## src/common/rmpc_pkg.sv

```systemverilog
// Purpose: Shared constants and types for the reset, mode and power control block
// Assumes: 50 MHz system clock, 8-bit register port with a 4-bit address
// Notes: Register offsets, field positions and reset values are named here only
package rmpc_pkg;

  // System clock period and the time the reset pin is driven low after an internal cause
  localparam int CLOCK_PERIOD_NS = 20;
  localparam int RESET_DRIVE_NS = 320;
  localparam int RESET_DRIVE_CYCLES = (RESET_DRIVE_NS + CLOCK_PERIOD_NS - 1) / CLOCK_PERIOD_NS;
  localparam int DRIVE_CNT_W = 6;

  // Register offsets on the plain port
  localparam logic [3:0] REG_MODE = 4'h0;
  localparam logic [3:0] REG_CTRL = 4'h1;
  localparam logic [3:0] REG_GATE = 4'h2;
  localparam logic [3:0] REG_STATUS = 4'h3;

  // Field positions of the control register
  localparam int CTRL_OSC_SEL = 0;
  localparam int CTRL_PSTOP_SEL = 1;
  localparam int CTRL_CAN_WAKE = 2;
  localparam int CTRL_FREEZE = 3;
  localparam int CTRL_DEBUG_EXIT = 4;

  // Field positions of the status register
  localparam int STAT_POWER_LSB = 0;
  localparam int STAT_SECURED = 2;
  localparam int STAT_DEBUG = 3;
  localparam int STAT_CAUSE_LSB = 4;

  // Reset value of the gate register and the unsecured security code
  localparam logic [7:0] GATE_RESET = 8'hFF;
  localparam logic [1:0] SEC_UNSECURED = 2'h2;

  // Mode strap encodings
  localparam logic MODE_NORMAL = 1'b1;
  localparam logic MODE_SPECIAL = 1'b0;

  typedef enum logic [1:0] {
    RMPC_PHASE_HOLD = 2'b00,
    RMPC_PHASE_CAPTURE = 2'b01,
    RMPC_PHASE_RUN = 2'b10,
    RMPC_PHASE_DRIVE = 2'b11
  } rmpc_phase_type;

  typedef enum logic [1:0] {
    RMPC_PWR_RUN = 2'b00,
    RMPC_PWR_WAIT = 2'b01,
    RMPC_PWR_PSTOP = 2'b10,
    RMPC_PWR_STOP = 2'b11
  } rmpc_power_type;

  typedef enum logic [1:0] {
    RMPC_CAUSE_PIN = 2'b00,
    RMPC_CAUSE_WATCHDOG = 2'b01,
    RMPC_CAUSE_CLKMON = 2'b10
  } rmpc_cause_type;

  // Wake and interrupt inputs, all from logic on the system clock
  typedef struct packed {
    logic nonmaskable_irq_input;
    logic maskable_irq;
    logic ccr_irq_mask;
    logic unmasked_irq_pending;
    logic periodic_tick_interrupt;
    logic watchdog_timer_wake;
    logic autonomous_wakeup_timer;
    logic can_controller_wake;
  } rmpc_wake_type;

  // Clock gating outputs
  typedef struct packed {
    logic cpu_clock_en;
    logic osc_run;
    logic tick_wdog_clock_en;
    logic api_clock_en;
    logic use_crystal;
    logic crystal_pins_gpio;
    logic [7:0] periph_clock_en;
  } rmpc_clocks_type;

  // Debug and security outputs
  typedef struct packed {
    logic background_debug_state;
    logic freeze_active;
    logic debug_full;
    logic debug_restricted;
    logic nvm_external_access;
    logic nvm_cmd_restricted;
  } rmpc_debug_type;

endpackage

```

## src/rmpc_reset_sync.sv

```systemverilog
// Purpose: Releases the asynchronous board reset through two flip-flops
// Assumes: Reset is active low and may arrive at any time
// Notes: Assertion is immediate, release is aligned to the clock
`timescale 1ns/1ps
module rmpc_reset_sync (
  input wire logic clock,
  input wire logic rst_n,
  output logic rst_sync_n
);

  logic [1:0] stages;

  // Two stages keep a late release from going metastable into the design
  always_ff @(posedge clock or negedge rst_n) begin
    if (!rst_n) begin
      stages <= 2'h0;
    end else begin
      stages <= {stages[0], 1'b1};
    end
  end

  assign rst_sync_n = stages[1];

endmodule

```

## src/rmpc_top.sv

```systemverilog
// Purpose: Reset pin handling, mode strap capture, power mode sequencing, debug freeze and security gating
// Assumes: Register port and wake inputs are on the system clock; reset pin and strap are asynchronous pins
// Notes: All state but the two reset synchronizer flops sits in one packed struct, filled by one combinational process
//
// Local design decisions: the address map and strobed register access.
`timescale 1ns/1ps
module rmpc_top (
  input wire logic clock,
  input wire logic rst_n,
  input wire logic reset_pin_in,
  output logic reset_pin_out,
  output logic reset_pin_oe,
  input wire logic debug_line_pin_in,
  output logic debug_line_pin_out,
  output logic debug_line_pin_oe,
  input wire logic watchdog_timer_reset,
  input wire logic clock_monitor_reset,
  input wire logic [1:0] security_bits,
  input wire logic wait_instruction,
  input wire logic stop_instruction,
  input wire rmpc_pkg::rmpc_wake_type wake,
  input wire logic [3:0] reg_addr,
  input wire logic [7:0] reg_wdata,
  input wire logic reg_write,
  input wire logic reg_read,
  output logic [7:0] reg_rdata,
  output logic sys_reset_n,
  output logic fetch_reset_vector,
  output rmpc_pkg::rmpc_clocks_type clocks,
  output rmpc_pkg::rmpc_debug_type debug
);

  typedef struct packed {
    logic pin_meta;
    logic pin_sync;
    logic strap_meta;
    logic strap_sync;
    rmpc_pkg::rmpc_phase_type phase;
    logic [rmpc_pkg::DRIVE_CNT_W-1:0] drive_cnt;
    rmpc_pkg::rmpc_cause_type cause;
    logic mode_strap_bit;
    logic secured;
    logic debug_state;
    logic fetch_pulse;
    rmpc_pkg::rmpc_power_type power;
    logic osc_sel;
    logic pstop_sel;
    logic can_wake_en;
    logic freeze_en;
    logic [7:0] periph_gate;
    logic [7:0] rdata;
  } rmpc_state_type;

  localparam logic [rmpc_pkg::DRIVE_CNT_W-1:0] DRIVE_LOAD = rmpc_pkg::DRIVE_CNT_W'(rmpc_pkg::RESET_DRIVE_CYCLES);

  // Constant reset image; the mode bit defaults to normal until the first capture
  localparam rmpc_state_type STATE_RESET = '{
    pin_meta: 1'b0,
    pin_sync: 1'b0,
    strap_meta: 1'b1,
    strap_sync: 1'b1,
    phase: rmpc_pkg::RMPC_PHASE_HOLD,
    drive_cnt: '0,
    cause: rmpc_pkg::RMPC_CAUSE_PIN,
    mode_strap_bit: rmpc_pkg::MODE_NORMAL,
    secured: 1'b1,
    debug_state: 1'b0,
    fetch_pulse: 1'b0,
    power: rmpc_pkg::RMPC_PWR_RUN,
    osc_sel: 1'b0,
    pstop_sel: 1'b0,
    can_wake_en: 1'b0,
    freeze_en: 1'b0,
    periph_gate: rmpc_pkg::GATE_RESET,
    rdata: 8'h00
  };

  rmpc_state_type state;
  rmpc_state_type next_state;
  logic rst_sync_n;
  logic running;
  logic wake_wait;
  logic wake_pstop;
  logic wake_stop;
  logic maskable_ok;

  rmpc_reset_sync u_reset_sync (
    .clock(clock),
    .rst_n(rst_n),
    .rst_sync_n(rst_sync_n)
  );

  // Security decode, used at capture only; status read returns the captured bit
  function automatic logic rmpc_is_secured(input logic [1:0] bits);
    rmpc_is_secured = (bits != rmpc_pkg::SEC_UNSECURED);
  endfunction

  // Address match for a write strobe
  function automatic logic rmpc_wr_hit(input logic strobe, input logic [3:0] addr, input logic [3:0] reg_off);
    rmpc_wr_hit = strobe && (addr == reg_off);
  endfunction

  assign running = (state.phase == rmpc_pkg::RMPC_PHASE_RUN);
  assign maskable_ok = wake.maskable_irq && !wake.ccr_irq_mask;

  // Wake sources per low power mode; reset ends every mode through the phase machine
  assign wake_wait = wake.nonmaskable_irq_input || maskable_ok || wake.unmasked_irq_pending;
  assign wake_pstop = wake.nonmaskable_irq_input || maskable_ok || wake.periodic_tick_interrupt
                      || wake.watchdog_timer_wake || wake.autonomous_wakeup_timer;
  assign wake_stop = wake.nonmaskable_irq_input || maskable_ok || wake.autonomous_wakeup_timer
                     || (state.can_wake_en && wake.can_controller_wake);

  // Next state of the whole block
  always_comb begin
    next_state = state;
    next_state.fetch_pulse = 1'b0;
    // Pins pass two flops; only the second stage is looked at below
    next_state.pin_meta = reset_pin_in;
    next_state.pin_sync = state.pin_meta;
    next_state.strap_meta = debug_line_pin_in;
    next_state.strap_sync = state.strap_meta;

    case (state.phase)
      rmpc_pkg::RMPC_PHASE_HOLD: begin
        // Pin held low by the outside party or released after our own drive
        if (state.pin_sync) begin
          next_state.phase = rmpc_pkg::RMPC_PHASE_CAPTURE;
          // Strap and pin share the same delay, so this is the level at the pin's rising edge
          next_state.mode_strap_bit = state.strap_sync;
          next_state.secured = rmpc_is_secured(security_bits);
        end
      end
      rmpc_pkg::RMPC_PHASE_CAPTURE: begin
        // Internal reset lifts one cycle after the capture
        next_state.phase = rmpc_pkg::RMPC_PHASE_RUN;
        next_state.debug_state = (state.mode_strap_bit == rmpc_pkg::MODE_SPECIAL);
        next_state.fetch_pulse = (state.mode_strap_bit == rmpc_pkg::MODE_NORMAL);
      end
      rmpc_pkg::RMPC_PHASE_RUN: begin
        if (!state.pin_sync) begin
          next_state.phase = rmpc_pkg::RMPC_PHASE_HOLD;
          next_state.cause = rmpc_pkg::RMPC_CAUSE_PIN;
        end else if (watchdog_timer_reset || clock_monitor_reset) begin
          next_state.phase = rmpc_pkg::RMPC_PHASE_DRIVE;
          next_state.drive_cnt = DRIVE_LOAD;
          next_state.cause = watchdog_timer_reset ? rmpc_pkg::RMPC_CAUSE_WATCHDOG : rmpc_pkg::RMPC_CAUSE_CLKMON;
        end
      end
      rmpc_pkg::RMPC_PHASE_DRIVE: begin
        // Pin is driven low for a fixed count, then the pull-up brings it back
        if (state.drive_cnt <= 1) begin
          next_state.phase = rmpc_pkg::RMPC_PHASE_HOLD;
          next_state.drive_cnt = '0;
        end else begin
          next_state.drive_cnt = state.drive_cnt - 1'b1;
        end
      end
      default: begin
        next_state.phase = rmpc_pkg::RMPC_PHASE_HOLD;
      end
    endcase

    // Any reset returns the chip to its start-up settings, the captured mode excepted
    if (!running) begin
      next_state.power = rmpc_pkg::RMPC_PWR_RUN;
      next_state.osc_sel = 1'b0;
      next_state.pstop_sel = 1'b0;
      next_state.can_wake_en = 1'b0;
      next_state.freeze_en = 1'b0;
      next_state.periph_gate = rmpc_pkg::GATE_RESET;
      if (state.phase != rmpc_pkg::RMPC_PHASE_CAPTURE) begin
        next_state.debug_state = 1'b0;
      end
      next_state.rdata = 8'h00;
    end else begin
      // Power mode sequencing
      case (state.power)
        rmpc_pkg::RMPC_PWR_RUN: begin
          if (wait_instruction) begin
            next_state.power = rmpc_pkg::RMPC_PWR_WAIT;
          end else if (stop_instruction) begin
            next_state.power = state.pstop_sel ? rmpc_pkg::RMPC_PWR_PSTOP : rmpc_pkg::RMPC_PWR_STOP;
          end
        end
        rmpc_pkg::RMPC_PWR_WAIT: begin
          if (wake_wait) begin
            next_state.power = rmpc_pkg::RMPC_PWR_RUN;
          end
        end
        rmpc_pkg::RMPC_PWR_PSTOP: begin
          if (wake_pstop) begin
            next_state.power = rmpc_pkg::RMPC_PWR_RUN;
          end
        end
        rmpc_pkg::RMPC_PWR_STOP: begin
          if (wake_stop) begin
            next_state.power = rmpc_pkg::RMPC_PWR_RUN;
          end
        end
        default: begin
          next_state.power = rmpc_pkg::RMPC_PWR_RUN;
        end
      endcase

      // Mode bit may only move from special to normal; the reverse would bypass the strap
      if (rmpc_wr_hit(reg_write, reg_addr, rmpc_pkg::REG_MODE)) begin
        if (reg_wdata[0] && state.mode_strap_bit == rmpc_pkg::MODE_SPECIAL) begin
          next_state.mode_strap_bit = rmpc_pkg::MODE_NORMAL;
        end
      end

      if (rmpc_wr_hit(reg_write, reg_addr, rmpc_pkg::REG_CTRL)) begin
        next_state.osc_sel = reg_wdata[rmpc_pkg::CTRL_OSC_SEL];
        next_state.pstop_sel = reg_wdata[rmpc_pkg::CTRL_PSTOP_SEL];
        next_state.can_wake_en = reg_wdata[rmpc_pkg::CTRL_CAN_WAKE];
        next_state.freeze_en = reg_wdata[rmpc_pkg::CTRL_FREEZE];
        if (reg_wdata[rmpc_pkg::CTRL_DEBUG_EXIT]) begin
          next_state.debug_state = 1'b0;
        end
      end

      if (rmpc_wr_hit(reg_write, reg_addr, rmpc_pkg::REG_GATE)) begin
        next_state.periph_gate = reg_wdata;
      end

      // Read data stands for the one cycle after the strobe only
      next_state.rdata = 8'h00;
      if (reg_read) begin
        case (reg_addr)
          rmpc_pkg::REG_MODE: begin
            next_state.rdata = {7'h00, state.mode_strap_bit};
          end
          rmpc_pkg::REG_CTRL: begin
            next_state.rdata = {4'h0, state.freeze_en, state.can_wake_en, state.pstop_sel, state.osc_sel};
          end
          rmpc_pkg::REG_GATE: begin
            next_state.rdata = state.periph_gate;
          end
          rmpc_pkg::REG_STATUS: begin
            next_state.rdata = {2'h0, state.cause, state.debug_state, state.secured, state.power};
          end
          default: begin
            next_state.rdata = 8'h00;
          end
        endcase
      end
    end
  end

  // The whole state is registered at once
  always_ff @(posedge clock or negedge rst_sync_n) begin
    if (!rst_sync_n) begin
      state <= STATE_RESET;
    end else begin
      state <= next_state;
    end
  end

  // Reset pin is open drain: only ever pulled low
  assign reset_pin_out = 1'b0;
  assign reset_pin_oe = (state.phase == rmpc_pkg::RMPC_PHASE_DRIVE);

  // Debug line serial traffic belongs to the debug controller, so this block never drives it
  assign debug_line_pin_out = 1'b0;
  assign debug_line_pin_oe = 1'b0;

  assign sys_reset_n = running;
  assign fetch_reset_vector = state.fetch_pulse;
  assign reg_rdata = state.rdata;

  // Clock gating per power mode; a limitation: peripheral gates only act in wait, run keeps all on
  always_comb begin
    clocks.use_crystal = running && state.osc_sel;
    clocks.crystal_pins_gpio = !clocks.use_crystal;
    clocks.cpu_clock_en = running && (state.power == rmpc_pkg::RMPC_PWR_RUN) && !debug.freeze_active;
    clocks.osc_run = (state.power != rmpc_pkg::RMPC_PWR_STOP);
    clocks.tick_wdog_clock_en = (state.power != rmpc_pkg::RMPC_PWR_STOP);
    clocks.api_clock_en = 1'b1;
    case (state.power)
      rmpc_pkg::RMPC_PWR_RUN: begin
        clocks.periph_clock_en = 8'hFF;
      end
      rmpc_pkg::RMPC_PWR_WAIT: begin
        clocks.periph_clock_en = state.periph_gate;
      end
      default: begin
        clocks.periph_clock_en = 8'h00;
      end
    endcase
  end

  // Debug and security gating
  always_comb begin
    debug.background_debug_state = state.debug_state;
    debug.freeze_active = state.debug_state && state.freeze_en;
    debug.debug_full = running && !state.secured;
    debug.debug_restricted = running && state.secured && (state.mode_strap_bit == rmpc_pkg::MODE_SPECIAL);
    debug.nvm_external_access = running && !state.secured;
    debug.nvm_cmd_restricted = state.secured;
  end

endmodule

```

## config.mk

```make
export PLATFORM = sky130hd
export DESIGN_NAME = rmpc_top
export DESIGN_NICKNAME = d
export VERILOG_FILES = /design/src/common/rmpc_pkg.sv /design/src/rmpc_reset_sync.sv /design/src/rmpc_top.sv
export SDC_FILE = /design/constraint.sdc
export NUM_CORES = 1
export LEC_CHECK = 0
export BUFFER_PORTS_ARGS = -buffer_cell sky130_fd_sc_hd__buf_4
export CAP_MARGIN = 30
export CORE_MARGIN = 1.5
export CORE_UTILIZATION = 30
export CTS_BUF_LIST = sky130_fd_sc_hd__clkbuf_4
export DETAILED_ROUTE_END_ITERATION = 12
export SETUP_SLACK_MARGIN = 0.3
export SYNTH_ARGS = -nofsm -noshare
export SYNTH_HDL_FRONTEND = slang
export SYNTH_HIERARCHICAL = 1
export SYNTH_SLANG_ARGS = --single-unit
```

## constraint.sdc

```tcl
create_clock -name clock -period 3.95 [get_ports clock]
set_clock_uncertainty 0.1 [all_clocks]
set_input_delay 0.395 -clock clock [delete_from_list [all_inputs] [get_ports clock]]
set_output_delay 0.395 -clock clock [all_outputs]
set_load 0.005 [all_outputs]
```

## After elaboration in Yosys (flattened, before gate mapping)

Index checks and enable logic that the tools add are counted.

- Bits in registers: 42
- Input port bits: 32
- Output and inout bits: 34
- Logic and storage cells: 113

- Add/subtract/negate cells: 1
- $lt $le $gt $ge: 1
- Equal/unequal tests: 24
- Muxes and demuxes: 33
- Bitwise logic cells: 1
- Reduce and logical (&&, ||, !) cells: 34

Operator list:

| cell | number |
|---|---|
| one-hot mux 8 bit (4 select lines) | 1 |
| 2-to-1 mux 2 bit | 13 |
| 2-to-1 mux 22 bit | 1 |
| 2-to-1 mux 8 bit | 2 |
| one-hot mux 2 bit (4 select lines) | 2 |
| one-hot mux 8 bit (2 select lines) | 1 |
| logical AND 1 bit | 13 |
| 2-to-1 mux 6 bit | 2 |
| inequality test 2 x 1 -> 1 bit (second input constant) | 6 |
| one-hot mux 6 bit (2 select lines) | 1 |
| 2-to-1 mux 10 bit | 1 |
| inequality test 3 bit (second input constant) | 3 |
| equality test 2 bit (second input constant) | 4 |
| equality test 4 x 2 -> 1 bit (second input constant) | 2 |
| logical OR 1 bit | 8 |
| 2-to-1 mux 1 bit | 8 |
| inequality test 2 bit (second input constant) | 4 |
| less-or-equal comparator 6 x 1 -> 1 bit (second input constant) | 1 |
| AND reduction 3 bit | 2 |
| subtractor 6 x 1 -> 6 bit (second input constant) | 1 |
| equality test 2 x 1 -> 1 bit (second input constant) | 2 |
| equality test 4 x 1 -> 1 bit (second input constant) | 1 |
| zero test 1 bit | 4 |
| zero test 2 bit | 2 |
| other kinds (8) | 9 |

## Logic depth before layout (Yosys ltp)

Gate-level depths: netlist of run 1.

- Word-level depth: 9
- Mapped depth: 7
- Depth with buffers taken out: 6

## By module

Netlist of run 1, hierarchy kept.

By module, submodules not included:

| module | times used | cells an instance | area each (um^2) | sequential area each (um^2) |
|---|---|---|---|---|
| rmpc_top | 1 | 216 | 2127.0 | 1016.0 |
| rmpc_reset_sync | 1 | 3 | 53.8 | 50.0 |

## Worst setup path after synthesis of run 1

No wires, ideal clock.

- Path kind: reg2reg
- Start: reg state[28] in the netlist's numbering
- End: reg state[33] in the netlist's numbering
- Library setup time: 0.110 ns
- Arrival time: 1.267 ns
- Required time: 3.740 ns
- Setup slack: 2.472 ns
- Stages on the path, launching flop included: 7
- Path buffers: 0
- Period minus slack after synthesis: 1.478 ns
- Cells stage by stage: dfrtp_1 -> inv_1 -> ha_1 -> nor2_1 -> nor3b_2 -> nand2b_2 -> o41ai_1

- Word-level cells in the longest chain between the ends: 3
- Elaborated cells on any way between the ends: 4
- Those cells by class: 1 x add/sub; 1 x order compare; 2 x mux

Ends and longest elaborated chain:

| element | RTL line | text |
|---|---|---|
| start, declared | rmpc_top.sv:78 | `rmpc_state_type state;` |
| start signal, assigned | rmpc_top.sv:255 | `state <= next_state;` |
| subtractor 6 x 1 -> 6 bit or less-or-equal comparator 6 x 1 -> 1 bit (tied branches) | rmpc_top.sv:155, rmpc_top.sv:151 |  |
| 2-to-1 mux 6 bit * | rmpc_top.sv:151 | `if (state.drive_cnt <= 1) begin` |
| one-hot mux 6 bit (2 select lines) * | rmpc_top.sv:123 | `case (state.phase)` |

Every way passes the cells marked *; elsewhere a longest branch is shown, timed or not.
A chain may end at the register's enable or synchronous reset.

==> qor.yml, run 1 <==
power_density_nw_per_um2: 501
die_x_um: 88.3
diodes: 0
fin_crit_sh_pct: 56.3
tightest_slew_ns: 0.557
portBuffers: 61
clockBufferDepth: 2
required_ns: 3.45
die_h_um: 88.3
ios: 66
final_core_util_pct: 38.2
worst_setup_path_start_kind: "flip-flop"
cp_max_fo: 19
synthToLayoutAreaGrowth_pct: 21.1
synth_flop_cell: "dfrtp_1"
p_leak_uw: 0.00130
yosys_register_bits: 42
grt_max_degree: 41
yosysSeqAreaShare_pct: 48.9
tns_ns: 0
rows: 30
place.gp.congestion: 0.781
final_common_cell: "buf_4"
relSlewSlack_pct: 62.8
cap_violations: 0
ir_worst_vdd_mv: 0.244
final.setup.worst_slack_ns: 1.73
rsz0062_at_grt: "false"
clockRootBuffer: "clkbuf_4"
slew_violations: 0
ys_warn_count: 6
drtPass1Iterations: 4
status: "completed"
antenna_found_initial: 0
setup_violations: 0
dieArea_sq_um: 7790
most-common-layout-cells: "buf_4, dfrtp_1, nor2_1"
cp-end-kind: "output pin"
wire_per_inst_um: 13.4
synthCells: 219
grt-ovfl-total: 0
fill_cells: 707
synth_edf_count: 0
multi_input_area_sq_um: 847
ant_nets: 0
vias: 1679
cts.repair.resized: 0
ys_async_sr_fraction_pct: 100
crit_type: "flip-flop to output pin"
cts_sinks: 42
final_nets: 301
hold_violations: 0
dp.cells: 355
syn_area_sq_um: 2180
avgSynthCellArea_sq_um: 9.96
dp_hpwl_um: 3530
final-seq-area_sq_um: 1070
insertion_delay_ns: 0.34
grt_pass1_vias: 1600
drive_above_1_share_pct: 35.8
cts_made_buffers: 5
dp_slack_ns: 2.08
tritoncts: "built"
finalWirelength_um: 4860
core_area_sq_um: 6910
layout.cells.non_filler: 364
first_iter_violations: 96
grtUsageTotal_pct: 13.0
drc: 0
htreeDepth: 2
grt_pass1_wl_um: 7740
clock.fmax_ghz: 0.450
synth_cell_types: 47
clk_pin_slew_worst_paths_ns: 0.12
worstPathArrival_ns: 1.73
min_period_ns: 2.22
vias_per_cell: 4.61
hold_path_class: "primary input to flip-flop"
initial_utilization_pct: 31.6
[stage by stage]
| step | instance area (sq um) | hold slack, ns | power (uW) |
|---|---|---|---|
| 2_1_floorplan | 2190 | -0.000591 | 946 |
| 3_3_place_gp | 2570 | 0.0776 | 1110 |
| 3_5_place_dp | 2570 | 0.0786 | 1110 |
| 4_1_cts | 2640 | 0.0230 | 1340 |
| 5_1_grt | 2640 | 0.0167 | 1430 |
| 6_report | 2640 | 0.0463 | 1320 |
[synth_stat cells, types with 2 or more instances]
master / count / area, sq um
buf_6: 3 / 33.8
mux2_2: 3 / 33.8
dfrtp_1: 30 / 751
a22oi_1: 3 / 22.5
o211ai_2: 2 / 25.0
a31oi_1: 2 / 12.5
and3_2: 2 / 15.0
ha_1: 2 / 25.0
nand2_1: 21 / 78.8
conb_1: 3 / 11.3
nand2b_1: 4 / 25.0
o211ai_1: 8 / 60.1
inv_1: 17 / 63.8
buf_4: 17 / 128
o21ai_0: 11 / 55.1
nand3_1: 2 / 10.0
dfstp_2: 12 / 315
a21oi_1: 15 / 75.1
and3_1: 2 / 12.5
and2_1: 2 / 12.5
clkbuf_1: 2 / 7.51
nor2_1: 23 / 86.3
nor3_1: 2 / 10.0
mux2i_1: 7 / 70.1
nor2b_1: 2 / 12.5
[path summary, 6_finish.rpt]
check | startpoint | slack, ns | depth (start not counted) | to
setup / recovery | state[34]$_DFFE_PN0P_ | 1.73 | 4 | debug[2]
hold / removal | debug_line_pin_in | 0.05 | 1 | next_state[36]$_DFF_PN1_
setup reg to reg | state[34]$_DFFE_PN0P_ | 2.27 | 5 | reg_rdata[4]$_DFF_PN0_
hold reg to reg | u_reset_sync/stages[1]$_DFF_PN0_ | 0.19 | 1 | fetch_reset_vector$_DFF_PN0_
max in group asynchronous | u_reset_sync/stages[1]$_DFF_PN0_ | 3.17 | 1 | state[13]$_DFFE_PN1P_
min in group asynchronous | u_reset_sync/stages[1]$_DFF_PN0_ | 0.19 | 1 | fetch_reset_vector$_DFF_PN0_
[registers in the layout, summed over array words and instances (netlist names)]
signal	count
state	27
u_reset_sync/stages	2
next_state	2
fetch_reset_vector	1
debug	2
reg_rdata	8
[logic make-up (layout without fill, tap and decap cells)]
| kind of cell | count (synthesis) | after routing | synth area share [%] |
|---|---|---|---|
| and+or+nand+nor | 71 | 71 | 16.8 |
| AOI/OAI and AO/OA | 48 | 48 | 14.1 |
| DFF | 42 | 42 | 48.9 |
| buffers and inverters | 42 | 89 | 12.6 |
| muxes | 11 | 11 | 5.97 |
| other | 3 | 5 | 0.516 |
| adders and majority gates | 2 | 2 | 1.15 |
[worst max-delay path, stage by stage, from the launching register on]
cell,delay [ns]
dfrtp_1,0.43
nand2b_1,0.44
inv_6,0.16
and3_1,0.23
buf_4,0.13
[cell type report]
class	instances	area share (%)
sequential	42	40.4
inverter	18	2.75
tap	96	4.55
clock inverter	3	0.806
clock buffer	5	1.42
timing repair buffer	63	18.0
multi-input combinational	137	32.1
[timing repair]
action,4_1_cts,5_1_grt
hold endpoints to repair,2,0
buffers inserted,0,0
setup endpoints to repair,0,0
hold buffers,1,0
[report_power, final]
part / internal [uW] / leakage (uW) / switching (uW) / total (uW)
combinational: 224 / 0.000750 / 261 / 485
clock: 69.4 / 0.0000312 / 150 / 219
sequential: 518 / 0.000518 / 98.9 / 617
total: 812 / 0.00130 / 510 / 1320
[metal layers]
| layer | up-vias | track usage, % | wire length [um] |
|---|---|---|---|
| met3 | 7 | 3.73 | 298 |
| li1 | 822 | - | - |
| met2 | 44 | 21.4 | 2320 |
| met5 | - | 0 | 0 |
| met1 | 806 | 16.5 | 2180 |
| met4 | 0 | 4.69 | 63 |
No activity file was read; power rests on OpenSTA's default activity.
==> inputs of run 2 (changes only) <==
- clock period: 3.95 -> 2.1 ns (I/O delays scaled with it)
==> run 2 against run 1 <==
Net effect: register-to-register slack lost 1.8 ns; utilization grew 3.7 points; first-iteration DRC count shrank 4.2%; count of clock-buffer cells in the layout is the same; global-route usage grew 0.85 points; critical endpoint unchanged; total power grew 110%; hold slack lost 0.023 ns; cell area grew 9.7%; largest power group unchanged.
==> qor.yml, run 2 (synthesis results as in run 1) <==
internal_power_uw: 1680  # +110%
initial_utilization_pct: 31.6  # unchanged
grt_pass1_wl_um: 8250  # +6.6%
whs_ns: 0.0233  # -0.0230 ns
clkPwrFrac_pct: 16.7  # about the same
drtPass1Iterations: 4  # unchanged
hold_path_class: "primary input to flip-flop"
relSlewSlack_pct: 65.4  # +2.6 points
most-common-layout-cells: "buf_4, dfrtp_1, nor2_1"
largest_register_ffs: 27  # unchanged
status: "completed"
clock.fmax_ghz: 0.575
tritoncts: "built"
cts_made_buffers: 5  # unchanged
fill_cells: 701  # -0.85%
hold_depth: 3  # +2
crit_family: "flip-flops"
rows: 30  # unchanged
finalWirelength_um: 5300  # +9.1%
clk_pin_slew_worst_paths_ns: 0.16  # +0.04 ns
antenna_found_initial: 0  # unchanged
regMostFlops: "state"
p_leak_uw: 0.00141  # +8.7%
worstPathArrival_ns: 1.43  # -0.30 ns
vias: 1778  # +5.9%
layout.cells.non_filler: 388  # +6.6%
slowest_delay_ns: 0.49  # +0.05 ns
drive_above_1_share_pct: 37.7  # +1.9 points
ir_worst_vdd_mv: 0.492  # +100%
die_h_um: 88.3  # unchanged
core_area_sq_um: 6910  # unchanged
dp_hpwl_um: 3670  # +4.0%
cp_max_fo: 8  # -11
tightest_slew_ns: 0.518  # -0.0389 ns
reg2reg_to: "state[33]$_DFFE_PN0P_"
insertion_delay_ns: 0.36  # +0.02 ns
portBuffers: 61  # unchanged
cap_violations: 0  # unchanged
required_ns: 1.79  # -1.66 ns
multi_input_area_sq_um: 863  # +1.9%
grt_max_degree: 41  # unchanged
final.setup.worst_slack_ns: 0.361  # -1.37 ns
r2r_setup_slack_ns: 0.44  # -1.83 ns
wire_per_inst_um: 13.7  # +2.4%
slowest_stage: "dfrtp_2"
worst_setup_path_start_kind: "flip-flop"
dp.cells: 355  # unchanged
hold_path_end: "state[27]$_DFFE_PN0P_"
reg2reg_from: "state[28]$_DFFE_PN0P_"
ios: 66  # unchanged
power.net_switching_uw: 1060  # +110%
grt_pass1_vias: 1720  # +7.5%
vias_per_cell: 4.58  # -0.65%
ant_nets: 0  # unchanged
rsz0062_at_grt: "true"
path_buf_inv: 2  # unchanged
setup_violations: 0  # unchanged
fin_crit_sh_pct: 82.8
min_from: "clock_monitor_reset"
first_iter_violations: 92  # -4.2%
cp-end-kind: "output pin"
crit_type: "flip-flop to output pin"
slew_violations: 0  # unchanged
htreeDepth: 2  # unchanged
hold_violations: 0  # unchanged
final_common_cell: "buf_4"
place.gp.congestion: 0.768  # -1.7%
dp_slack_ns: 0.428  # -1.65 ns
final_nets: 325  # +8.0%
cts_sinks: 42  # unchanged
die_x_um: 88.3  # unchanged
clockRootBuffer: "clkbuf_4"
combinationalPowerShare_pct: 40.2  # +3.5 points
grt-ovfl-total: 0  # unchanged
cp_cell_sequence: "nand2b_4 -> clkinv_8 -> and3_1 -> buf_4"
final-seq-area_sq_um: 1070  # +0.47%
power_density_nw_per_um2: 945  # +89%
diodes: 0  # unchanged
drc: 0  # unchanged
dieArea_sq_um: 7790  # unchanged
swShare_pct: 38.7  # +0.12 points
tns_ns: 0  # unchanged
min_period_ns: 1.74
clockBufferDepth: 2  # unchanged
rr_worst_depth: 6  # +1
power_frac_seq_pct: 43.1  # -3.6 points
synthToLayoutAreaGrowth_pct: 32.8
grtUsageTotal_pct: 13.9  # +0.85 points
-- run 2: changes by cell type in the layout (fill, tap and decap cells not counted), moves of 4 or more --
cell | previous run | this run
dlygate4sd3_1 | 1 | 18
buf_4 | 62 | 68
dfrtp_1 | 30 | 26
dfrtp_2 | 0 | 4
-- run 2: worst max-delay path by stage --
stage | start | to | slack, ns | cells past startpoint
finish | state[35]$_DFFE_PN0P_ | debug[2] | 0.36 | 4
global route | state[28]$_DFFE_PN0P_ | state[33]$_DFFE_PN0P_ | 0.29 | 6
CTS | state[35]$_DFFE_PN0P_ | debug[2] | 0.32 | 4
detailed placement | state[28]$_DFFE_PN0P_ | state[33]$_DFFE_PN0P_ | 0.43 | 6
global placement | state[34]$_DFFE_PN0P_ | debug[2] | 0.45 | 4
floorplan | state[28]$_DFFE_PN0P_ | state[33]$_DFFE_PN0P_ | 0.62 | 6
-- run 2: metrics by stage --
step / area, sq um / total power [uW] / utilization, %
2_1_floorplan: 2190 / 1780 / -
3_3_place_gp: 2570 / 2080 / 37.2
3_5_place_dp: 2570 / 2100 / 37.2
4_1_cts: 2840 / 2640 / 41.1
5_1_grt: 2900 / 2940 / 41.9
6_report: 2900 / 2740 / 41.9
-- run 2: repair_timing --
action | 4_1_cts | 5_1_grt
endpoints found under the setup margin | 7 | 5
setup buffers | 1 | 6
hold endpoints to repair | 17 | 0
hold buffers | 18 | 0
pin swaps | 0 | 0
resized for setup | 5 | 5
-- run 2: cell type report --
cell class	count	share of cell area (%)
Timing Repair Buffer	87	24.0
Clock buffer	5	1.30
Clock inverter	3	0.994
Inverter	18	2.76
Sequential cell	42	37.0
Multi-Input combinational cell	137	29.8
Tap cell	96	4.15
-- run 2: power by group through the flow --
stage	clock [uW]	combinational, uW	sequential, uW
finish	458	1100	1180
global route	504	1230	1200
CTS	473	1000	1170
detailed placement	0	923	1180
global placement	0	914	1170
floorplan	0	672	1110
-- run 2: worst min-delay path: stages --
cell	delay, ns
buf_4	0.10
a21oi_1	0.06
a21oi_1	0.10
-- run 2: per-layer routing --
metal,wire length (um),up-vias,GRT usage [%]
met5,0,-,0
met1,2380,863,17.5
met4,69,0,4.69
li1,-,863,-
met3,225,6,2.89
met2,2630,46,23.7
